### src/common/smc_pkg.sv
// Package of offsets, field positions, reset values and timing for the stepper configuration block.
package smc_pkg;

  // ==========================================================================
  // Register byte offsets on the Wishbone bus.
  localparam logic [7:0] OFS_MODULE_CFG   = 8'h00;
  localparam logic [7:0] OFS_SYNC_CFG     = 8'h04;
  localparam logic [7:0] OFS_SETTLE       = 8'h08;
  localparam logic [7:0] OFS_TURN_OFF     = 8'h0c;
  localparam logic [7:0] OFS_HOLD_CUR     = 8'h10;
  localparam logic [7:0] OFS_NOM_CUR      = 8'h14;
  localparam logic [7:0] OFS_MAX_CUR      = 8'h18;
  localparam logic [7:0] OFS_HOLD_RB      = 8'h1c;
  localparam logic [7:0] OFS_NOM_RB       = 8'h20;
  localparam logic [7:0] OFS_MAX_RB       = 8'h24;
  localparam logic [7:0] OFS_CONTROL      = 8'h28;
  localparam logic [7:0] OFS_STATE        = 8'h2c;
  localparam logic [7:0] OFS_IRQ_STATUS   = 8'h30;
  localparam logic [7:0] OFS_IRQ_CLEAR    = 8'h34;
  localparam logic [7:0] OFS_IRQ_ENABLE   = 8'h38;

  // ==========================================================================
  // Field positions and writable masks.
  localparam int          MC_COUNTER_MODE_BIT = 0;
  localparam int          MC_XFER_LSB         = 3;
  localparam int          MC_RES_LSB          = 5;
  localparam logic [15:0] MC_WRITE_MASK       = 16'h0079;
  localparam int          SC_TRIG_EDGE_BIT    = 0;
  localparam int          SC_LIFESIGN_BIT     = 6;
  localparam int          SC_INFO_BIT         = 7;
  localparam logic [7:0]  SC_WRITE_MASK       = 8'hc1;
  localparam int          CTRL_RESTART_BIT    = 8;

  // Interrupt event bit positions.
  localparam int IRQ_DRIVE_OK  = 0;
  localparam int IRQ_TRIP      = 1;
  localparam int IRQ_MOTOR_OFF = 2;
  localparam int IRQ_W         = 3;

  // ==========================================================================
  // Reset values.
  localparam logic [15:0] RST_MODULE_CFG = 16'h0000;
  localparam logic [7:0]  RST_SYNC_CFG   = 8'h00;
  localparam logic [7:0]  RST_SETTLE     = 8'h01;
  localparam logic [7:0]  RST_TURN_OFF   = 8'h01;
  localparam logic [7:0]  RST_CURRENT    = 8'h00;

  // Fixed codes forced while the sync information is enabled, plus the current and settling limits.
  localparam logic [1:0]  SYNC_XFER_CODE = 2'h0;
  localparam logic [1:0]  SYNC_RES_CODE  = 2'h3;
  localparam logic [7:0]  CURRENT_LIMIT  = 8'h78;
  localparam logic [7:0]  SETTLE_MIN     = 8'h01;

  // ==========================================================================
  // Timing.
  localparam int CLK_MHZ             = 250;
  localparam int SETTLE_UNIT_MS      = 10;
  localparam int TURN_OFF_UNIT_MS    = 100;
  localparam int TICK_CYCLES         = SETTLE_UNIT_MS * CLK_MHZ * 1000;
  localparam int TICKS_PER_OFF_UNIT  = TURN_OFF_UNIT_MS / SETTLE_UNIT_MS;

  // Lifesign shutdown sequence states.
  typedef enum logic [3:0] {
    ST_RUN   = 4'b0001,
    ST_DECEL = 4'b0010,
    ST_DELAY = 4'b0100,
    ST_OFF   = 4'b1000
  } smc_state_t;

endpackage

### src/verilog/smc_config.sv
// Configuration, current selection and lifesign shutdown logic of a stepper motor module.
//
// Summary of operation
// - Transfer-count field picks one, two or four step values; code 11 reserved.
// - Resolution field splits the 14-bit position into 5 to 8 microstep bits.
// - Configuration bit 0 selects meaning of counter state bits 2 and 3.
// - With sync information on, act as one value and 8-bit microsteps.
// - Sync configuration bit 7 shows or hides the additional cyclic registers.
// - Sync configuration bit 6 enables lifesign monitoring of controller traffic.
// - With sync information on, encoder-ok always mirrors module-ok.
// - Drive-ok waits the settling time, 10 ms units, 1 to 255.
// - A lifesign trip decelerates the motor to zero speed at nominal current.
// - After deceleration, switch motor off once turn-off delay has elapsed.
// - Nominal current at constant speed, maximum accelerating, holding at standstill.
// - Current settings accept 0 to 120 percent of rated current.
// - Current preset chosen by motor setting bits, or current register with sync.
// - Readback registers return the configured holding, nominal and maximum currents.
`timescale 1ns/1ps
`default_nettype none

module smc_config #(
  parameter int TICK_CYCLES = smc_pkg::TICK_CYCLES
) (
  input  wire logic        clk_i,
  input  wire logic        rst_i,
  // Wishbone classic slave.
  input  wire logic        wb_cyc_i,
  input  wire logic        wb_stb_i,
  input  wire logic        wb_we_i,
  input  wire logic [7:0]  wb_adr_i,
  input  wire logic [3:0]  wb_sel_i,
  input  wire logic [31:0] wb_dat_i,
  output logic      [31:0] wb_dat_o,
  output logic             wb_ack_o,
  // Motion side status, all from logic on clk_i.
  input  wire logic        motor_energised_i,
  input  wire logic        motor_standstill_i,
  input  wire logic        motor_accelerating_i,
  input  wire logic        module_ok_i,
  input  wire logic        lifesign_expired_i,
  input  wire logic [1:0]  setting_current_sel_i,
  input  wire logic [13:0] position_i,
  // Effective configuration.
  output logic      [2:0]  transfer_values_o,
  output logic      [3:0]  microstep_bits_o,
  output logic      [7:0]  microstep_o,
  output logic      [8:0]  fullstep_o,
  output logic             counter_mode_o,
  output logic             trigger_falling_o,
  output logic             extra_regs_visible_o,
  output logic             lifesign_enabled_o,
  // Drive control.
  output logic             drive_ok_o,
  output logic             encoder_ok_o,
  output logic             speed_zero_o,
  output logic             motor_off_o,
  output logic      [7:0]  current_pct_o,
  output logic             irq_o
);

  // ==========================================================================
  // Configuration registers.
  localparam int IRQ_W_C = smc_pkg::IRQ_W;

  logic [15:0] module_cfg_ff;
  logic [7:0]  sync_cfg_ff;
  logic [7:0]  settle_ff;
  logic [7:0]  turn_off_ff;
  logic [7:0]  hold_cur_ff;
  logic [7:0]  nom_cur_ff;
  logic [7:0]  max_cur_ff;
  logic [1:0]  sync_cur_sel_ff;
  logic [IRQ_W_C-1:0] irq_status_ff;
  logic [IRQ_W_C-1:0] irq_enable_ff;
  logic        ack_ff;
  logic [31:0] rdata_ff;

  // Bus access decode: a request is served once, in the cycle before ack.
  logic        bus_req;
  logic        wr_en;
  logic [15:0] wmask;
  logic        restart_pulse;

  assign bus_req  = wb_cyc_i && wb_stb_i && !ack_ff;
  assign wr_en    = bus_req && wb_we_i;
  assign wmask    = {{8{wb_sel_i[1]}}, {8{wb_sel_i[0]}}};
  assign wb_ack_o = ack_ff;
  assign wb_dat_o = rdata_ff;
  assign restart_pulse = wr_en && (wb_adr_i == smc_pkg::OFS_CONTROL) && wb_sel_i[1]
                         && wb_dat_i[smc_pkg::CTRL_RESTART_BIT];

  // Clamp a written current to the accepted range.
  function automatic logic [7:0] clamp_current(input logic [7:0] value);
    if (value > smc_pkg::CURRENT_LIMIT) begin
      clamp_current = smc_pkg::CURRENT_LIMIT;
    end else begin
      clamp_current = value;
    end
  endfunction

  // ==========================================================================
  // Acknowledge: one wait state, ack drops the cycle after it was given.
  always_ff @(posedge clk_i) begin
    if (rst_i) begin
      ack_ff <= 1'b0;
    end else begin
      ack_ff <= bus_req;
    end
  end

  // Module and sync configuration, reserved bits masked off on write.
  always_ff @(posedge clk_i) begin
    if (rst_i) begin
      module_cfg_ff <= smc_pkg::RST_MODULE_CFG;
      sync_cfg_ff   <= smc_pkg::RST_SYNC_CFG;
    end else if (wr_en) begin
      if (wb_adr_i == smc_pkg::OFS_MODULE_CFG) begin
        module_cfg_ff <= (module_cfg_ff & ~wmask)
                         | (wb_dat_i[15:0] & wmask & smc_pkg::MC_WRITE_MASK);
      end else if (wb_adr_i == smc_pkg::OFS_SYNC_CFG && wb_sel_i[0]) begin
        sync_cfg_ff <= wb_dat_i[7:0] & smc_pkg::SC_WRITE_MASK;
      end
    end
  end

  // Timing settings; a settling time of zero is outside the range and becomes one unit.
  always_ff @(posedge clk_i) begin
    if (rst_i) begin
      settle_ff   <= smc_pkg::RST_SETTLE;
      turn_off_ff <= smc_pkg::RST_TURN_OFF;
    end else if (wr_en && wb_sel_i[0]) begin
      if (wb_adr_i == smc_pkg::OFS_SETTLE) begin
        settle_ff <= (wb_dat_i[7:0] == 8'h00) ? smc_pkg::SETTLE_MIN : wb_dat_i[7:0];
      end else if (wb_adr_i == smc_pkg::OFS_TURN_OFF) begin
        turn_off_ff <= wb_dat_i[7:0];
      end
    end
  end

  // Current presets, clamped so the bridge is never asked for more than its maximum.
  always_ff @(posedge clk_i) begin
    if (rst_i) begin
      hold_cur_ff <= smc_pkg::RST_CURRENT;
      nom_cur_ff  <= smc_pkg::RST_CURRENT;
      max_cur_ff  <= smc_pkg::RST_CURRENT;
    end else if (wr_en && wb_sel_i[0]) begin
      if (wb_adr_i == smc_pkg::OFS_HOLD_CUR) begin
        hold_cur_ff <= clamp_current(wb_dat_i[7:0]);
      end else if (wb_adr_i == smc_pkg::OFS_NOM_CUR) begin
        nom_cur_ff <= clamp_current(wb_dat_i[7:0]);
      end else if (wb_adr_i == smc_pkg::OFS_MAX_CUR) begin
        max_cur_ff <= clamp_current(wb_dat_i[7:0]);
      end
    end
  end

  // Motor current selection used while sync information is enabled.
  always_ff @(posedge clk_i) begin
    if (rst_i) begin
      sync_cur_sel_ff <= 2'h0;
    end else if (wr_en && wb_sel_i[0] && wb_adr_i == smc_pkg::OFS_CONTROL) begin
      sync_cur_sel_ff <= wb_dat_i[1:0];
    end
  end

  // ==========================================================================
  // Effective configuration.
  logic       sync_info_en;
  logic [1:0] xfer_code;
  logic [1:0] res_code;

  assign sync_info_en = sync_cfg_ff[smc_pkg::SC_INFO_BIT];
  // Sync information overrides the transfer-count and resolution fields written to the module configuration.
  assign xfer_code = sync_info_en ? smc_pkg::SYNC_XFER_CODE
                                  : module_cfg_ff[smc_pkg::MC_XFER_LSB +: 2];
  assign res_code  = sync_info_en ? smc_pkg::SYNC_RES_CODE
                                  : module_cfg_ff[smc_pkg::MC_RES_LSB +: 2];

  // Transfer values and position split; the reserved count code falls back to one value.
  always_ff @(posedge clk_i) begin
    if (rst_i) begin
      transfer_values_o <= 3'h1;
      microstep_bits_o  <= 4'h5;
      microstep_o       <= 8'h00;
      fullstep_o        <= 9'h000;
    end else begin
      case (xfer_code)
        2'h1:    transfer_values_o <= 3'h2;
        2'h2:    transfer_values_o <= 3'h4;
        default: transfer_values_o <= 3'h1;
      endcase
      microstep_bits_o <= 4'h5 + {2'h0, res_code};
      case (res_code)
        2'h0: begin
          microstep_o <= {3'h0, position_i[4:0]};
          fullstep_o  <= position_i[13:5];
        end
        2'h1: begin
          microstep_o <= {2'h0, position_i[5:0]};
          fullstep_o  <= {1'b0, position_i[13:6]};
        end
        2'h2: begin
          microstep_o <= {1'b0, position_i[6:0]};
          fullstep_o  <= {2'h0, position_i[13:7]};
        end
        default: begin
          microstep_o <= position_i[7:0];
          fullstep_o  <= {3'h0, position_i[13:8]};
        end
      endcase
    end
  end

  // Flag outputs taken from the configuration; encoder-ok is also gated by module-ok.
  always_ff @(posedge clk_i) begin
    if (rst_i) begin
      counter_mode_o       <= 1'b0;
      trigger_falling_o    <= 1'b0;
      extra_regs_visible_o <= 1'b0;
      lifesign_enabled_o   <= 1'b0;
      encoder_ok_o         <= 1'b0;
    end else begin
      counter_mode_o       <= module_cfg_ff[smc_pkg::MC_COUNTER_MODE_BIT];
      trigger_falling_o    <= sync_cfg_ff[smc_pkg::SC_TRIG_EDGE_BIT];
      extra_regs_visible_o <= sync_info_en;
      lifesign_enabled_o   <= sync_cfg_ff[smc_pkg::SC_LIFESIGN_BIT];
      encoder_ok_o         <= sync_info_en && module_ok_i;
    end
  end

  // ==========================================================================
  // 10 ms time base shared by the settling timer and the turn-off delay.
  logic [22:0] tick_cnt_ff;
  logic        tick;

  assign tick = (tick_cnt_ff == 23'(TICK_CYCLES - 1));

  always_ff @(posedge clk_i) begin
    if (rst_i || tick) begin
      tick_cnt_ff <= 23'h000000;
    end else begin
      tick_cnt_ff <= tick_cnt_ff + 23'h000001;
    end
  end

  // ==========================================================================
  // Lifesign shutdown sequence.
  smc_pkg::smc_state_t state_ff;
  smc_pkg::smc_state_t nxt_state;
  logic [11:0] off_cnt_ff;
  logic        trip;
  logic        off_done;

  // Monitoring only counts while the controller has sync configuration bit 6 set.
  assign trip     = sync_cfg_ff[smc_pkg::SC_LIFESIGN_BIT] && lifesign_expired_i;
  assign off_done = (off_cnt_ff == 12'h000);

  always_comb begin
    nxt_state = state_ff;
    case (state_ff)
      smc_pkg::ST_RUN: begin
        if (trip) begin
          nxt_state = smc_pkg::ST_DECEL;
        end
      end
      smc_pkg::ST_DECEL: begin
        if (motor_standstill_i) begin
          nxt_state = smc_pkg::ST_DELAY;
        end
      end
      smc_pkg::ST_DELAY: begin
        if (off_done) begin
          nxt_state = smc_pkg::ST_OFF;
        end
      end
      smc_pkg::ST_OFF: begin
        if (restart_pulse) begin
          nxt_state = smc_pkg::ST_RUN;
        end
      end
      default: nxt_state = smc_pkg::ST_RUN;
    endcase
  end

  always_ff @(posedge clk_i) begin
    if (rst_i) begin
      state_ff <= smc_pkg::ST_RUN;
    end else begin
      state_ff <= nxt_state;
    end
  end

  // Delay counted in 10 ms ticks; 100 ms units keep it within 12 bits.
  always_ff @(posedge clk_i) begin
    if (rst_i) begin
      off_cnt_ff <= 12'h000;
    end else if (state_ff == smc_pkg::ST_DECEL) begin
      off_cnt_ff <= 12'({4'h0, turn_off_ff} * smc_pkg::TICKS_PER_OFF_UNIT);
    end else if (state_ff == smc_pkg::ST_DELAY && tick && !off_done) begin
      off_cnt_ff <= off_cnt_ff - 12'h001;
    end
  end

  // Speed-zero request and switch-off follow the sequence state.
  always_ff @(posedge clk_i) begin
    if (rst_i) begin
      speed_zero_o <= 1'b0;
      motor_off_o  <= 1'b0;
    end else begin
      speed_zero_o <= (nxt_state != smc_pkg::ST_RUN);
      motor_off_o  <= (nxt_state == smc_pkg::ST_OFF);
    end
  end

  // ==========================================================================
  // Settling timer: drive-ok only after the full settling time while energised.
  logic [7:0] settle_cnt_ff;
  logic       powered;

  assign powered = motor_energised_i && (state_ff != smc_pkg::ST_OFF);

  // The first tick may land early, so one extra unit is counted to stay a minimum.
  always_ff @(posedge clk_i) begin
    if (rst_i || !powered) begin
      settle_cnt_ff <= 8'h00;
      drive_ok_o    <= 1'b0;
    end else if (tick && !drive_ok_o) begin
      if (settle_cnt_ff == settle_ff) begin
        drive_ok_o <= 1'b1;
      end else begin
        settle_cnt_ff <= settle_cnt_ff + 8'h01;
      end
    end
  end

  // ==========================================================================
  // Current selection: 00 automatic by motion phase, 01 holding, 10 nominal, 11 maximum.
  logic [1:0] cur_sel;
  logic [7:0] auto_cur;

  assign cur_sel = sync_info_en ? sync_cur_sel_ff : setting_current_sel_i;

  always_comb begin
    if (motor_accelerating_i) begin
      auto_cur = max_cur_ff;
    end else if (motor_standstill_i) begin
      auto_cur = hold_cur_ff;
    end else begin
      auto_cur = nom_cur_ff;
    end
  end

  always_ff @(posedge clk_i) begin
    if (rst_i) begin
      current_pct_o <= 8'h00;
    end else if (nxt_state == smc_pkg::ST_OFF) begin
      current_pct_o <= 8'h00;
    end else if (nxt_state != smc_pkg::ST_RUN) begin
      current_pct_o <= nom_cur_ff;
    end else begin
      case (cur_sel)
        2'h1:    current_pct_o <= hold_cur_ff;
        2'h2:    current_pct_o <= nom_cur_ff;
        2'h3:    current_pct_o <= max_cur_ff;
        default: current_pct_o <= auto_cur;
      endcase
    end
  end

  // ==========================================================================
  // Interrupt events; a new event in the clearing cycle survives the clear.
  logic               drive_ok_q_ff;
  logic [IRQ_W_C-1:0] irq_event;
  logic [IRQ_W_C-1:0] irq_clear;

  always_ff @(posedge clk_i) begin
    if (rst_i) begin
      drive_ok_q_ff <= 1'b0;
    end else begin
      drive_ok_q_ff <= drive_ok_o;
    end
  end

  assign irq_event[smc_pkg::IRQ_DRIVE_OK]  = drive_ok_o && !drive_ok_q_ff;
  assign irq_event[smc_pkg::IRQ_TRIP]      = (state_ff == smc_pkg::ST_RUN) && trip;
  assign irq_event[smc_pkg::IRQ_MOTOR_OFF] = (state_ff == smc_pkg::ST_DELAY) && off_done;
  assign irq_clear = (wr_en && wb_sel_i[0] && wb_adr_i == smc_pkg::OFS_IRQ_CLEAR)
                     ? wb_dat_i[IRQ_W_C-1:0] : '0;

  always_ff @(posedge clk_i) begin
    if (rst_i) begin
      irq_status_ff <= '0;
    end else begin
      irq_status_ff <= (irq_status_ff & ~irq_clear) | irq_event;
    end
  end

  always_ff @(posedge clk_i) begin
    if (rst_i) begin
      irq_enable_ff <= '0;
    end else if (wr_en && wb_sel_i[0] && wb_adr_i == smc_pkg::OFS_IRQ_ENABLE) begin
      irq_enable_ff <= wb_dat_i[IRQ_W_C-1:0];
    end
  end

  assign irq_o = |(irq_status_ff & irq_enable_ff);

  // ==========================================================================
  // Read data, registered with the ack; unmapped addresses read zero.
  always_ff @(posedge clk_i) begin
    if (rst_i) begin
      rdata_ff <= 32'h00000000;
    end else if (bus_req && !wb_we_i) begin
      if (wb_adr_i == smc_pkg::OFS_MODULE_CFG) begin
        rdata_ff <= {16'h0000, module_cfg_ff};
      end else if (wb_adr_i == smc_pkg::OFS_SYNC_CFG) begin
        rdata_ff <= {24'h000000, sync_cfg_ff};
      end else if (wb_adr_i == smc_pkg::OFS_SETTLE) begin
        rdata_ff <= {24'h000000, settle_ff};
      end else if (wb_adr_i == smc_pkg::OFS_TURN_OFF) begin
        rdata_ff <= {24'h000000, turn_off_ff};
      end else if (wb_adr_i == smc_pkg::OFS_HOLD_CUR || wb_adr_i == smc_pkg::OFS_HOLD_RB) begin
        rdata_ff <= {24'h000000, hold_cur_ff};
      end else if (wb_adr_i == smc_pkg::OFS_NOM_CUR || wb_adr_i == smc_pkg::OFS_NOM_RB) begin
        rdata_ff <= {24'h000000, nom_cur_ff};
      end else if (wb_adr_i == smc_pkg::OFS_MAX_CUR || wb_adr_i == smc_pkg::OFS_MAX_RB) begin
        rdata_ff <= {24'h000000, max_cur_ff};
      end else if (wb_adr_i == smc_pkg::OFS_CONTROL) begin
        rdata_ff <= {30'h00000000, sync_cur_sel_ff};
      end else if (wb_adr_i == smc_pkg::OFS_STATE) begin
        rdata_ff <= {20'h00000, state_ff, 1'b0, speed_zero_o, motor_off_o,
                     encoder_ok_o, module_ok_i, drive_ok_o, trip, sync_info_en};
      end else if (wb_adr_i == smc_pkg::OFS_IRQ_STATUS) begin
        rdata_ff <= {29'h00000000, irq_status_ff};
      end else if (wb_adr_i == smc_pkg::OFS_IRQ_ENABLE) begin
        rdata_ff <= {29'h00000000, irq_enable_ff};
      end else begin
        rdata_ff <= 32'h00000000;
      end
    end
  end

endmodule

`default_nettype wire
### config.mk
export PLATFORM = sky130hd
export DESIGN_NAME = smc_config
export DESIGN_NICKNAME = d
export VERILOG_FILES = /design/src/common/smc_pkg.sv /design/src/verilog/smc_config.sv
export SDC_FILE = /design/constraint.sdc
export NUM_CORES = 1
export LEC_CHECK = 0
export ABC_AREA = 1
export BUFFER_PORTS_ARGS = -buffer_cell sky130_fd_sc_hd__buf_4
export CORE_MARGIN = 2
export CORE_UTILIZATION = 57
export CTS_CLUSTER_DIAMETER = 30
export CTS_CLUSTER_SIZE = 40
export DETAILED_ROUTE_END_ITERATION = 10
export GPL_TIMING_DRIVEN = 0
export PLACE_DENSITY = 0.81
export SYNTH_ARGS = -nofsm -noshare
export SYNTH_HDL_FRONTEND = slang
export SYNTH_SLANG_ARGS = --single-unit
export TNS_END_PERCENT = 20
### constraint.sdc
create_clock -name clk_i -period 2.3 [get_ports clk_i]
set_input_delay 0.46 -clock clk_i [delete_from_list [all_inputs] [get_ports clk_i]]
set_output_delay 0.46 -clock clk_i [all_outputs]
set_load 0.05 [all_outputs]
# After elaboration in Yosys (flattened, before gate mapping)
# Cells that the tools add are included.
# word_totals
reg_bits	188
inputBits	70
out_inout_bits	74
wordCells	160
# classes
addsub	4
multipliers	1
order_cmp	1
eq_ne	30
muxes	31
bitwise_logic	13
n_reduce_logical	49
# op_table
op	count
$mux 12	10
$eq 8x6->1 const B	7
$pmux 8 s3	2
$mux 8	5
$eq 8x5->1 const B	4
$pmux 9 s3	1
$add 23x1->23 const B	1
$eq 23x22->1 const B	1
$logic_and 1x1->1	21
$and 16x16->16	1
$eq 8x4->1 const B	2
$logic_not 8->1	2
$mux 16	1
$mux 4	4
$not 16->16	1
$or 16x7->16	1
$pmux 4 s4	1
$logic_not 12->1	1
$sub 12x1->12 const B	1
$mul 8x3->11 const B	1
$reduce_and 2->1	5
$mux 3	3
$reduce_and 3->1	3
$add 8x1->8 const B	1
other kinds (26)	49

# Logic depth before layout (Yosys ltp)
# logic_depth
ltp_word	12
ltp_mapped	14

# Least setup slack after synthesis
# Ideal clock, no wire load.
# synth_timing
path_type	register to register
from	register turn_off_ff[1]
to	register off_cnt_ff[10]
setup_time_ns	0.120
arrival_ns	1.909
t_required_ns	2.180
setup_slack_ns	0.270
stages_incl_launch_ff	14
synth_period_minus_slack_ns	2.030
cell_sequence	dfxtp_1 ha_1 ha_1 fa_1 nand3_1 nand3_1 nand2_1 nand2_1 nand2_1 nand2_1 a21oi_1 o21ai_0 o21ai_0 a21oi_2
# synth_via
elab_chain_cells	2
# synth_rtl
element	line	rtl
start: declaration	smc_config.sv:68	logic [7:0] turn_off_ff;
start signal: assignment	smc_config.sv:130	turn_off_ff <= smc_pkg::RST_TURN_OFF;
start signal: assignment	smc_config.sv:135	turn_off_ff <= wb_dat_i[7:0];
$mul 8x3->11	smc_config.sv:298	off_cnt_ff <= 12'({4'h0, turn_off_ff} * smc_pkg::TICKS_PER_OFF_UNIT);
$mux 12	smc_config.sv:297	end else if (state_ff == smc_pkg::ST_DECEL) begin
end signal: assignment	smc_config.sv:298	
end signal: assignment	smc_config.sv:300	off_cnt_ff <= off_cnt_ff - 12'h001;
end: declaration	smc_config.sv:250	logic [11:0] off_cnt_ff;
# No other way between the ends.
# A chain may end at the register's enable or synchronous reset.

# Final worst setup path
# Ends and elaborated chain as after synthesis.

==> reports/qor.csv <==
metric,value,unit
maximum clock frequency,462,MHz
CTS tree,yes,
GR peak layer,met2,
row count,44,
Post-synth ARST share,0,%
GRT Overall Usage,31.6,%
Worst path top cell family by delay,adder cells,
worst hold margin,219,ps
synthesis-stage register bit count,172,
routability cong.,0.972,
number of global-route vias before repair,7963,
Synth cell types,48,
number of synthesized flops with an enable pin,0,
post-route setup slack,137,ps
Pwr Density,657,nW/um^2
endpoints failing hold,0,
Int Pwr,5010,uW
"Min Clock Period, post-route",2160,ps
share of cells above drive strength 1,17.1,%
H-tree depth,4,
initial antenna violation count,0,
Die Y,126,um
"Clk pin slew, worst setup/hold paths",70,ps
worst skew pair latency,440,ps
Sequential Power Share,45.0,%
Clock Sinks,172,
DR pass1 iterations,6,
Comb pwr share,8.2,%
# diodes,0,
VDD IR max,0.697,mV
Final Slew Violations,0,
"slowest stage delay, CP",370,ps
# setup viols final,0,
origin of the critical flop-to-flop path,turn_off_ff[1],
initial core utilization,58.6,%
YS warnings,0,
FF-to-FF End,off_cnt_ff[10],
CP Cell Sequence,ha_1 -> ha_2 -> fa_2 -> nand3_2 -> nand3_1 -> nand2_1 -> nand2_1 -> nand2_1 -> nand2_1 -> a21oi_2 -> o21ai_1 -> o21ai_1 -> a21oi_2,
Worst Reg-to-Reg Cells,13,
worst rel slew slack,43.4,%
hold buffer count at CTS,0,
post-synthesis sequential area ratio,40.3,%
grt met1 use,41.4,%
Mapped Avg Cell Area,7.19,um^2
Switching Fraction,25.5,%
Iteration-0 DRC Markers,860,
Worst R2R Setup Slack,140,ps
first-pass GRT wire length,40500,um
Mapped Cells,1189,
Leak,0.00451,uW
crit path capture type,register,
CP most frequent cell,nand2_1,
WHS Path Cells,3,
met3 Use GR,6.28,%
Slowest cell on crit path,dfxtp_4,
period utilisation layout,94.0,%
Bufs and invs on worst path,0,
drt drc,0,
Hold Path Class,in2reg,
critical path arrival,2490,ps
hold path startpoint,position_i[4],
Ports,144,
crit-path max FO,4,
placed instance count,1488,
top_reg_cell synth,dfxtp_1,
Max clock buf depth,2,
max cap viols,0,
Critical Path RT,2630,ps
Core ar.,14600,um^2
Layout Nets,1416,
RSZ-0062 raised after global routing,yes,
pin count of the biggest net entering global routing,17,
Final ANT Viol Nets,0,
via count,8612,
Finished Layout Cells,1520,
routing usage on met2,51.9,%
Die Area,16000,um^2
Buffers on Ports,100,
mapped cell area,8550,um^2
vias per inst,5.67,
CTS Root Cell,clkbuf_16,
HPWL Detailed,18700,um
area grow syn2layout,19.8,%
pre-CTS WS,0.656,ps
detailed-route wire length per cell,16.8,um
Clock Skew,8.07,ps
CTS Buf Count,17,
Worst Hold End,microstep_o[4],
Psw,1710,uW
total grt overflow,0,
Clock power frac,46.8,%
Die X,126,um
Worst Setup Path Type,reg2reg,
nature of the critical path startpoint,register,
Least-Margin Pin Slew,849,ps
status,completed,
Post-Route WL,25500,um
[metal layers]
metal | vias up | wire length, um
met5 | - | 0
met4 | 0 | 773
met3 | 69 | 2330
met2 | 448 | 11700
met1 | 3942 | 10700
li1 | 4153 | -
[worst register-to-register path, cell delays in order, from the launching register on]
cell and delay, ps:
dfxtp_4 370, ha_1 300, ha_2 200, fa_2 370
nand3_2 90, nand3_1 90, nand2_1 100, nand2_1 50
nand2_1 50, nand2_1 70, a21oi_2 120, o21ai_1 70
o21ai_1 100, a21oi_2 70
[cell type report]
class / count / area, um^2
Buffer: 47 / 258
Clock buffer: 17 / 425
Clock inverter: 14 / 205
Fill cell: 1249 / 4350
Inverter: 173 / 651
Multi-Input combinational cell: 812 / 4270
Sequential cell: 172 / 3450
Tap cell: 184 / 230
Timing Repair Buffer: 101 / 758
[power groups by stage]
stage / Combinational, uW / Sequential (uW) / Clock (uW)
3_3_place_gp: 535 / 3090 / 0
3_5_place_dp: 540 / 3090 / 0
5_1_grt: 585 / 3030 / 3270
2_1_floorplan: 241 / 3190 / 0
4_1_cts: 542 / 3030 / 3150
6_report: 554 / 3020 / 3150
[cell usage after synthesis, types with 12 or more instances]
| library cell | n | area share [%] |
|---|---|---|
| nor2_2 | 15 | 1.1 |
| nand2_1 | 205 | 9.0 |
| nand4_1 | 19 | 1.4 |
| buf_4 | 17 | 1.5 |
| dfxtp_1 | 172 | 40 |
| xor2_1 | 14 | 1.4 |
| inv_2 | 12 | 0.53 |
| ha_1 | 21 | 3.1 |
| inv_1 | 157 | 6.9 |
| nor2_1 | 124 | 5.4 |
| nor3_1 | 28 | 1.6 |
| o22ai_1 | 20 | 1.5 |
| clkbuf_1 | 19 | 0.83 |
| o211ai_1 | 14 | 1.2 |
| a21oi_1 | 119 | 7.0 |
| o21ai_0 | 82 | 4.8 |
| nand3_1 | 42 | 2.5 |
[cells in the final DEF, fill, tap and decap left out, types with 12 or more instances in the layout]
cell       instances
nand2_1          205
dfxtp_1          170
inv_1            157
nor2_1           124
a21oi_1          118
buf_4            118
o21ai_0           79
nand3_1           41
nor3_1            28
o22ai_1           20
ha_1              20
nand4_1           19
clkbuf_1          19
clkbuf_16         17
conb_1            16
nor2_2            15
xor2_1            14
o211ai_1          14
o21ai_1           13
inv_2             12
[cell families after synthesis]
family	count (synthesis)	share of synthesized area (%)
flops	172	40.3
compound gates	272	17.8
xor+xnor	21	2.15
simple gates	481	25.8
other cells	1	0.0439
buf+inv	220	10.6
fa+ha+maj	22	3.31
[worst max path at each step]
stage / start / to / slack (ps) / depth (start not counted)
after floorplan: turn_off_ff[1] / off_cnt_ff[10] / 270 / 13
after global placement: wb_cyc_i / nom_cur_ff[3] / 40 / 10
after detailed placement: wb_cyc_i / nom_cur_ff[4] / 0.7 / 10
after CTS: turn_off_ff[1] / off_cnt_ff[10] / 40 / 13
after global routing: turn_off_ff[1] / off_cnt_ff[10] / -30 / 13
final: turn_off_ff[1] / off_cnt_ff[10] / 140 / 13
[state kept, by name (all words and copies together) (netlist names), 4 cells and up, named ones only]
signal and flops:
current_pct_o 8, fullstep_o 9, hold_cur_ff 8, max_cur_ff 8, microstep_bits_o 4, microstep_o 8, module_cfg_ff 11, nom_cur_ff 8
off_cnt_ff 12, settle_cnt_ff 8, settle_ff 8, state_ff 4, tick_cnt_ff 23, turn_off_ff 8, wb_dat_o 16
[metrics by stage]
step | power [uW] | TNS (ps) | area, um^2 | util (%)
after global routing | 6880 | -31.4 | 10200 | 70.2
after detailed placement | 3630 | 0 | 9580 | 65.7
after CTS | 6710 | 0 | 10200 | 70.0
after floorplan | 3430 | 0 | 8600 | -
after global placement | 3630 | 0 | 9580 | 65.7
final | 6730 | 0 | 10200 | 70.2
[repair_timing]
action / 4_1_cts / 5_1_grt
gates resized for setup: 2 / 8
pin swaps: 0 / 1
endpoints found under the setup margin: 1 / 2
buffers inserted: 0 / 1
(Power assumes the default switching activity.)
